### src/ccac_pkg.sv
// Package for the current-result and alert-control block.
// Assumes one system clock and a register port driven by the serial engine.
package ccac_pkg;

	// ----------------------------------------
	// Register offsets
	// ----------------------------------------
	localparam logic [7:0] ADDR_CURRENT = 8'h04;
	localparam logic [7:0] ADDR_CALIB = 8'h05;
	localparam logic [7:0] ADDR_ALERT_CTL = 8'h06;

	// ----------------------------------------
	// Field positions of the alert select and flags register
	// ----------------------------------------
	localparam int POS_SENSE_OVER = 15;
	localparam int POS_SENSE_UNDER = 14;
	localparam int POS_BUS_OVER = 13;
	localparam int POS_BUS_UNDER = 12;
	localparam int POS_POWER_OVER = 11;
	localparam int POS_READY_ALERT = 10;
	localparam int POS_ALERT_SRC = 4;
	localparam int POS_CONV_READY = 3;
	localparam int POS_OVERFLOW = 2;
	localparam int POS_POLARITY = 1;
	localparam int POS_LATCH = 0;
	localparam int POS_SIGN = 15;

	// ----------------------------------------
	// Reset values and scaling
	// ----------------------------------------
	localparam logic [15:0] RST_CURRENT = 16'h0000;
	localparam logic [14:0] RST_CALIB = 15'h0000;
	localparam logic [5:0] RST_SELECT = 6'h00;
	localparam logic [15:0] RST_POWER = 16'h0000;
	// Power weight is 25 current steps; bus step 1.25 mV gives this divider
	localparam int POWER_DIV = 20000;

	typedef enum logic [1:0] {
		ST_IDLE = 2'b00,
		ST_CURRENT = 2'b01,
		ST_POWER = 2'b10
	} ccac_state_e;

	// Results of one completed conversion from the converter engine
	typedef struct packed {
		logic [15:0] sense;
		logic [15:0] bus;
	} ccac_conv_s;

	// Register access from the serial engine
	typedef struct packed {
		logic [7:0] addr;
		logic wr;
		logic rd;
		logic [15:0] wdata;
	} ccac_req_s;

endpackage

### src/ccac_core.sv
// Current result, alert limit selection and alert flags.
// Assumes the converter engine, averaging and serial engine run on CLK.
`timescale 1ns/1ps

// How it works
// - Current result is sense result times calibration, as plain integers.
// - Averaged sense values from the engine are sampled, then scaled by calibration into the current result.
// - Current bit 15 is the sign; bits 14:0 are the low bits of the two's complement value.
// - Negative current is two's complement, top bit set.
// - Calibration keeps 15 bits; bit 15 always reads zero.
// - Calibration value scales current, and through it power.
// - Power step weighs twenty-five current steps.
// - Sense over limit select asserts alert when sense exceeds limit.
// - Sense under limit select asserts alert when sense is below limit.
// - Bus over limit select asserts alert when bus exceeds limit.
// - Bus under limit select asserts alert when bus is below limit.
// - Power over limit select asserts alert when power exceeds limit.
// - Selected result compares against the 16-bit alert limit.
// - With several selects set, only the highest one is compared.
// - Ready alert select asserts alert when conversion ready sets.
// - Alert source flag shows a limit caused the alert.
// - Latch mode clears alert source only on control register read.
// - Transparent mode clears alert source after a conversion without alert.
// - Latch bit zero is transparent, one latches pin and flag.
// - Conversion ready sets only after both multiplications finish.
// - Ready clears on config write except power down, and on control read.
// - Results stay readable and hold the latest completed conversion.
// - Overflow flag sets when an arithmetic step overflows.
// - Polarity zero makes alert active low, one active high.
module ccac_core (
	input wire logic CLK,
	input wire logic NRST,
	input wire ccac_pkg::ccac_req_s REQ,
	output logic [15:0] REG_RDATA,
	input wire logic CONV_DONE,
	input wire ccac_pkg::ccac_conv_s CONV,
	input wire logic [15:0] ALERT_LIMIT,
	input wire logic CFG_WR,
	input wire logic CFG_POWER_DOWN,
	output logic [15:0] POWER_RESULT,
	output logic ALERT_O,
	output logic ALERT_OE
);

	// ----------------------------------------
	// State
	// ----------------------------------------
	typedef struct packed {
		ccac_pkg::ccac_state_e st;
		ccac_pkg::ccac_conv_s smp;
		logic [14:0] calib;
		logic [5:0] sel;
		logic polarity;
		logic latch;
		logic alert_src;
		logic conv_ready;
		logic overflow;
		logic cur_ovf;
		logic [15:0] current;
		logic [15:0] power;
		logic [15:0] rdata;
		logic alert_oe;
	} ccac_regs_s;

	ccac_regs_s s_q;
	ccac_regs_s s_d;

	logic signed [31:0] cur_prod;
	logic [31:0] pwr_prod;
	logic [31:0] pwr_quot;
	logic [15:0] cur_mag;
	logic limit_hit;
	logic ctl_read;
	logic [15:0] ctl_word;

	function automatic logic [15:0] abs16(input logic [15:0] v);
		abs16 = v[15] ? 16'(~v + 16'h0001) : v;
	endfunction

	// ----------------------------------------
	// Next state
	// ----------------------------------------
	always_comb begin
		s_d = s_q;
		cur_prod = $signed(s_q.smp.sense) * $signed({1'b0, s_q.calib});
		cur_mag = abs16(s_q.current);
		pwr_prod = {16'h0000, cur_mag} * {16'h0000, s_q.smp.bus};
		pwr_quot = pwr_prod / 32'(ccac_pkg::POWER_DIV);
		limit_hit = 1'b0;
		ctl_read = REQ.rd && (REQ.addr == ccac_pkg::ADDR_ALERT_CTL);
		ctl_word = 16'h0000;
		ctl_word[15:10] = s_q.sel;
		ctl_word[ccac_pkg::POS_ALERT_SRC] = s_q.alert_src;
		ctl_word[ccac_pkg::POS_CONV_READY] = s_q.conv_ready;
		ctl_word[ccac_pkg::POS_OVERFLOW] = s_q.overflow;
		ctl_word[ccac_pkg::POS_POLARITY] = s_q.polarity;
		ctl_word[ccac_pkg::POS_LATCH] = s_q.latch;

		// Read data taken from flags before any read clear
		if (REQ.rd) begin
			if (REQ.addr == ccac_pkg::ADDR_CURRENT) begin
				s_d.rdata = s_q.current;
			end else if (REQ.addr == ccac_pkg::ADDR_CALIB) begin
				s_d.rdata = {1'b0, s_q.calib};
			end else if (REQ.addr == ccac_pkg::ADDR_ALERT_CTL) begin
				s_d.rdata = ctl_word;
			end else begin
				s_d.rdata = 16'h0000;
			end
		end

		if (REQ.wr) begin
			if (REQ.addr == ccac_pkg::ADDR_CALIB) begin
				s_d.calib = REQ.wdata[14:0];
			end else if (REQ.addr == ccac_pkg::ADDR_ALERT_CTL) begin
				s_d.sel = REQ.wdata[15:10];
				s_d.polarity = REQ.wdata[ccac_pkg::POS_POLARITY];
				s_d.latch = REQ.wdata[ccac_pkg::POS_LATCH];
			end
		end

		// Clears first, so a set below wins in the same cycle
		if (ctl_read) begin
			s_d.conv_ready = 1'b0;
			if (s_q.latch) begin
				s_d.alert_src = 1'b0;
			end
		end
		if (CFG_WR && !CFG_POWER_DOWN) begin
			s_d.conv_ready = 1'b0;
		end

		case (s_q.st)
			ccac_pkg::ST_IDLE: begin
				if (CONV_DONE) begin
					s_d.smp = CONV;
					s_d.st = ccac_pkg::ST_CURRENT;
				end
			end
			ccac_pkg::ST_CURRENT: begin
				s_d.current = cur_prod[15:0];
				s_d.cur_ovf = (cur_prod[31:15] != {17{cur_prod[15]}});
				s_d.st = ccac_pkg::ST_POWER;
			end
			ccac_pkg::ST_POWER: begin
				s_d.power = pwr_quot[15:0];
				s_d.overflow = s_q.cur_ovf || (pwr_quot[31:16] != 16'h0000);
				// Highest select bit alone is compared
				if (s_q.sel[5]) begin
					limit_hit = $signed(s_q.smp.sense) > $signed(ALERT_LIMIT);
				end else if (s_q.sel[4]) begin
					limit_hit = $signed(s_q.smp.sense) < $signed(ALERT_LIMIT);
				end else if (s_q.sel[3]) begin
					limit_hit = s_q.smp.bus > ALERT_LIMIT;
				end else if (s_q.sel[2]) begin
					limit_hit = s_q.smp.bus < ALERT_LIMIT;
				end else if (s_q.sel[1]) begin
					limit_hit = pwr_quot > {16'h0000, ALERT_LIMIT};
				end
				if (s_q.latch) begin
					s_d.alert_src = s_d.alert_src || limit_hit;
				end else begin
					s_d.alert_src = limit_hit;
				end
				s_d.conv_ready = 1'b1;
				s_d.st = ccac_pkg::ST_IDLE;
			end
			default: begin
				s_d.st = ccac_pkg::ST_IDLE;
			end
		endcase

		// Open drain: drive low while the line must read low
		s_d.alert_oe = (s_d.alert_src || (s_d.sel[0] && s_d.conv_ready)) ^ s_d.polarity;
	end

	always_ff @(posedge CLK or negedge NRST) begin
		if (!NRST) begin
			s_q.st <= ccac_pkg::ST_IDLE;
			s_q.smp <= '0;
			s_q.calib <= ccac_pkg::RST_CALIB;
			s_q.sel <= ccac_pkg::RST_SELECT;
			s_q.polarity <= 1'b0;
			s_q.latch <= 1'b0;
			s_q.alert_src <= 1'b0;
			s_q.conv_ready <= 1'b0;
			s_q.overflow <= 1'b0;
			s_q.cur_ovf <= 1'b0;
			s_q.current <= ccac_pkg::RST_CURRENT;
			s_q.power <= ccac_pkg::RST_POWER;
			s_q.rdata <= 16'h0000;
			s_q.alert_oe <= 1'b0;
		end else begin
			s_q <= s_d;
		end
	end

	assign REG_RDATA = s_q.rdata;
	assign POWER_RESULT = s_q.power;
	assign ALERT_O = 1'b0;
	assign ALERT_OE = s_q.alert_oe;
endmodule

### config.mk
export PLATFORM = sky130hd
export DESIGN_NAME = ccac_core
export DESIGN_NICKNAME = d
export VERILOG_FILES = /design/src/ccac_pkg.sv /design/src/ccac_core.sv
export SDC_FILE = /design/constraint.sdc
export NUM_CORES = 2
export LEC_CHECK = 0
export BUFFER_PORTS_ARGS = -buffer_cell sky130_fd_sc_hd__buf_2
export CAP_MARGIN = 20
export CORE_ASPECT_RATIO = 0.8
export CORE_MARGIN = 2
export CORE_UTILIZATION = 35
export CTS_BUF_LIST = sky130_fd_sc_hd__clkbuf_4
export DETAILED_ROUTE_END_ITERATION = 10
export PLACE_DENSITY = 0.56
export SLEW_MARGIN = 20
export SYNTH_ARGS = -nofsm -noshare
export SYNTH_HDL_FRONTEND = slang
export SYNTH_SLANG_ARGS = --single-unit
### constraint.sdc
create_clock -name CLK -period 58.6 [get_ports CLK]
set_input_delay 2.93 -clock CLK [delete_from_list [all_inputs] [get_ports CLK]]
set_output_delay 2.93 -clock CLK [all_outputs]
set_load 0.01 [all_outputs]
==> out/summary.log <==
qor: logic_synthesis.synth_common_cells sky130_fd_sc_hd__inv_1 (556), sky130_fd_sc_hd__fa_1 (440), sky130_fd_sc_hd__nand2_1 (416), sky130_fd_sc_hd__and2_1 (306), sky130_fd_sc_hd__ha_1 (235)
qor: global_routing.grt_antenna_before_repair 5
qor: logic_synthesis.synth_enable_flop_cells 0
qor: timing.min_period_over_period 0.496
qor: route.wl 93700 µm
qor: cts.cts_htree_levels 3
qor: floorplan.rows 98
qor: worst_setup_path.worstPathMaxFanout 22
qor: timing.timing.final.max_slew_violations 0
qor: cts.ctsHoldBuffers 0
qor: worst_setup_path.crit_slowest_cell sky130_fd_sc_hd__xnor2_2
qor: cts.cts_made_buffers 9
qor: finish.synthToLayoutAreaGrowth 5.50%
qor: logic_synthesis.synth_top_cell_area_share 0.281
qor: worst_setup_path.timing.critical_path.to_type flip-flop
qor: logic_synthesis.synth.top_cells.by_area sky130_fd_sc_hd__fa_1 (28%), sky130_fd_sc_hd__ha_1 (9.4%), sky130_fd_sc_hd__dfrtp_1 (8.8%)
qor: logic_synthesis.synth.ff_latch_count 110
qor: route.post_drt_via_cell_ratio 5.34
qor: cts.cts.sinks 110
qor: timing.post_layout_min_period 29.05 ns
qor: cts.clockBufferDepth 2
qor: global_routing.overflow 0
qor: logic_synthesis.synth-main-ff-cell sky130_fd_sc_hd__dfrtp_1
qor: cts.tritoncts_clock_tree yes
qor: route.drt.antenna.violating_nets 0
qor: flow_run.timing.max_cap.violations 0
qor: cts.post_cts.resized_instances 0
qor: logic_synthesis.synthesis.area_per_instance 8.55 µm²
qor: placed_design.dpl_cell_area 32900 µm²
qor: cts.worst_setup_hold_path_clk_slew 0.24 ns
qor: finish.final_layout_size_suffix_gt1_frac 0.0979
qor: cts.post_cts_buffers 0
qor: timing.transition_time_of_the_tightest_slew_check_pin 1.11 ns
qor: cts.clk_root_buf sky130_fd_sc_hd__clkbuf_4
qor: timing.timing.max_slew.rel_slack 0.253
qor: logic_synthesis.synth_nets 4418
qor: placed_design.gpl.final_weighted_congestion 0.908
qor: floorplan.chipHeight 272 µm
qor: timing.timing_hold_violations_final 0
qor: finish.design.final.nets 4407
qor: timing.maxClockFrequency 0.0344 GHz
qor: worst_setup_path.worstPathArrival 29.66 ns
qor: cts.clock_insertion_delay_at_the_later_pin_of_the_skew_report 0.70 ns
qor: logic_synthesis.post_synth_num_cell_types 144
qor: route.drt-pass1-iter-count 5
qor: route.post-route-drc-count 0
qor: floorplan.initial_util 0.352
qor: route.wl_per_cell 19.3 µm
qor: floorplan.core_region_area 89000 µm²
qor: worst_hold_path.hold_path_class reg -> reg
qor: placed_design.post-dp-hpwl 75500 µm
qor: floorplan.io_pins 113
qor: status.run_status finished, final reports clean
qor: timing.fin_setup_tns 0 ns
qor: worst_setup_path.critical_path_class reg -> reg
qor: floorplan.die_area 91900 µm²
qor: route.vias 26.0k
qor: worst_setup_path.required 59.21 ns
qor: route.detailed_router_s_first_iteration_violation_count 1884
qor: placed_design.port-buffer-count 111
qor: logic_synthesis.asyncSetResetFlopFracSynth 1.00
qor: global_routing.first_pass_grt_wire_length 151000 µm
qor: logic_synthesis.post-synth-top-count-cell sky130_fd_sc_hd__inv_1
qor: finish.finish.instance_area 33000 µm²
qor: timing.finalClockSkew 0.0655 ns
qor: timing.setup_violations 0
qor: global_routing.first_global_vias 25.6k
qor: logic_synthesis.synth_area 31300 µm²
qor: logic_synthesis.synth_sequential_area_ratio 0.0879
qor: worst_setup_path.start_kind flip-flop
qor: logic_synthesis.syn_inst 3664
qor: logic_synthesis.synth_warnings 0
qor: global_routing.grt_start_max_net_pins 66
qor: global_routing.grt_util_all_layers 0.206
qor: timing.rsz_0062_raised_after_global_routing false
qor: floorplan.die_width 338 µm
qor: logic_synthesis.synth_largest_area_cell sky130_fd_sc_hd__fa_1
qor: worst_setup_path.worst_path_largest_cell_delay 0.89 ns
flip-flops by register name (all words and copies together), names as in the netlist:
signal	count
ALERT_OE	1
POWER_RESULT	16
REG_RDATA	16
ctl_word	11
s_q	66
layer usage:
metal	vias up	routed length [µm]	GRT usage
met5	-	0	0
met4	0	609	0.0250
met3	34	6100	0.0309
met2	758	40200	0.305
met1	13026	46800	0.320
li1	12139	-	-
metrics by stage:
| step | worst slack [ns] | hold slack, ns | util | instances |
|---|---|---|---|---|
| final | 29.55 | 0.504 | 0.371 | 4859 |
| after global placement | 30.62 | 0.463 | 0.369 | 4841 |
| after floorplan | 34.90 | 0.447 | - | 3664 |
| after detailed placement | 30.09 | 0.461 | 0.369 | 4841 |
| after global routing | 27.31 | 0.547 | 0.371 | 4859 |
| after CTS | 29.92 | 0.505 | 0.371 | 4857 |
area by class of cell:
type                       count  area [µm²]
antenna                        1        2.50
tap                         1200        1500
clock inverter                 7        93.8
sequential                   110        2750
clock buffer                   9        67.6
inverter                     563        2120
multi-input combinational   2824       25700
timing repair buffer         145         821
fill                        9302       56000
logic make-up after synthesis:
| group | share of synthesized area |
|---|---|
| simple gates | 0.193 |
| buf+inv | 0.0945 |
| compound gates | 0.165 |
| fa+ha+maj | 0.377 |
| xor+xnor | 0.0500 |
| flops | 0.0879 |
| mux | 0.0329 |
| other cells | 0.000120 |
worst max-delay path, delay by kind of cell, from the launching register on:
kind / cells / cell delay, ns
AOI/OAI and AO/OA: 50 / 13.13
and+or+nand+nor: 25 / 5.65
adders and majority gates: 9 / 4.15
xor gates and xnor gates: 7 / 3.16
muxes: 3 / 1.28
DFF: 1 / 0.83
buffers and inverters: 7 / 0.73
worst paths after layout:
check	start	to	slack, ns	cells past startpoint
max in group asynchronous	NRST	POWER_RESULT[4]	55.11	2
min reg2reg	POWER_RESULT[4]	POWER_RESULT[4]	0.50	2
max reg2reg	s_q[33]	ALERT_OE	29.55	101
min in group asynchronous	NRST	s_q[85]	2.16	1
min	POWER_RESULT[4]	POWER_RESULT[4]	0.50	2
max	s_q[33]	ALERT_OE	29.55	101
placed cells by master, fill, tap and decap left out, types with 19 or more instances in the layout:
cell	netlist	layout
sky130_fd_sc_hd__o21ai_1	22	22
sky130_fd_sc_hd__nand2b_1	34	33
sky130_fd_sc_hd__o21a_1	35	35
sky130_fd_sc_hd__buf_2	29	110
sky130_fd_sc_hd__a21o_1	32	32
sky130_fd_sc_hd__nand3_1	56	56
sky130_fd_sc_hd__o211ai_1	25	25
sky130_fd_sc_hd__xor2_1	42	41
sky130_fd_sc_hd__buf_4	38	33
sky130_fd_sc_hd__a31oi_1	35	35
sky130_fd_sc_hd__nand4_1	26	26
sky130_fd_sc_hd__nor3_1	60	60
sky130_fd_sc_hd__dfrtp_1	110	110
sky130_fd_sc_hd__fa_1	440	440
sky130_fd_sc_hd__mux2i_1	19	19
sky130_fd_sc_hd__a211oi_1	24	24
sky130_fd_sc_hd__and2_1	306	306
sky130_fd_sc_hd__inv_1	556	556
sky130_fd_sc_hd__nand2_1	416	416
sky130_fd_sc_hd__ha_1	235	235
sky130_fd_sc_hd__nor2_1	128	128
sky130_fd_sc_hd__nor2b_1	32	32
sky130_fd_sc_hd__xnor2_1	120	113
sky130_fd_sc_hd__mux2_2	70	70
sky130_fd_sc_hd__o21ai_0	118	118
sky130_fd_sc_hd__a21oi_1	130	130
Power is left out: the tool's default activity adds up to more than one toggle a clock period on the data nets, which glitch-free logic cannot reach.
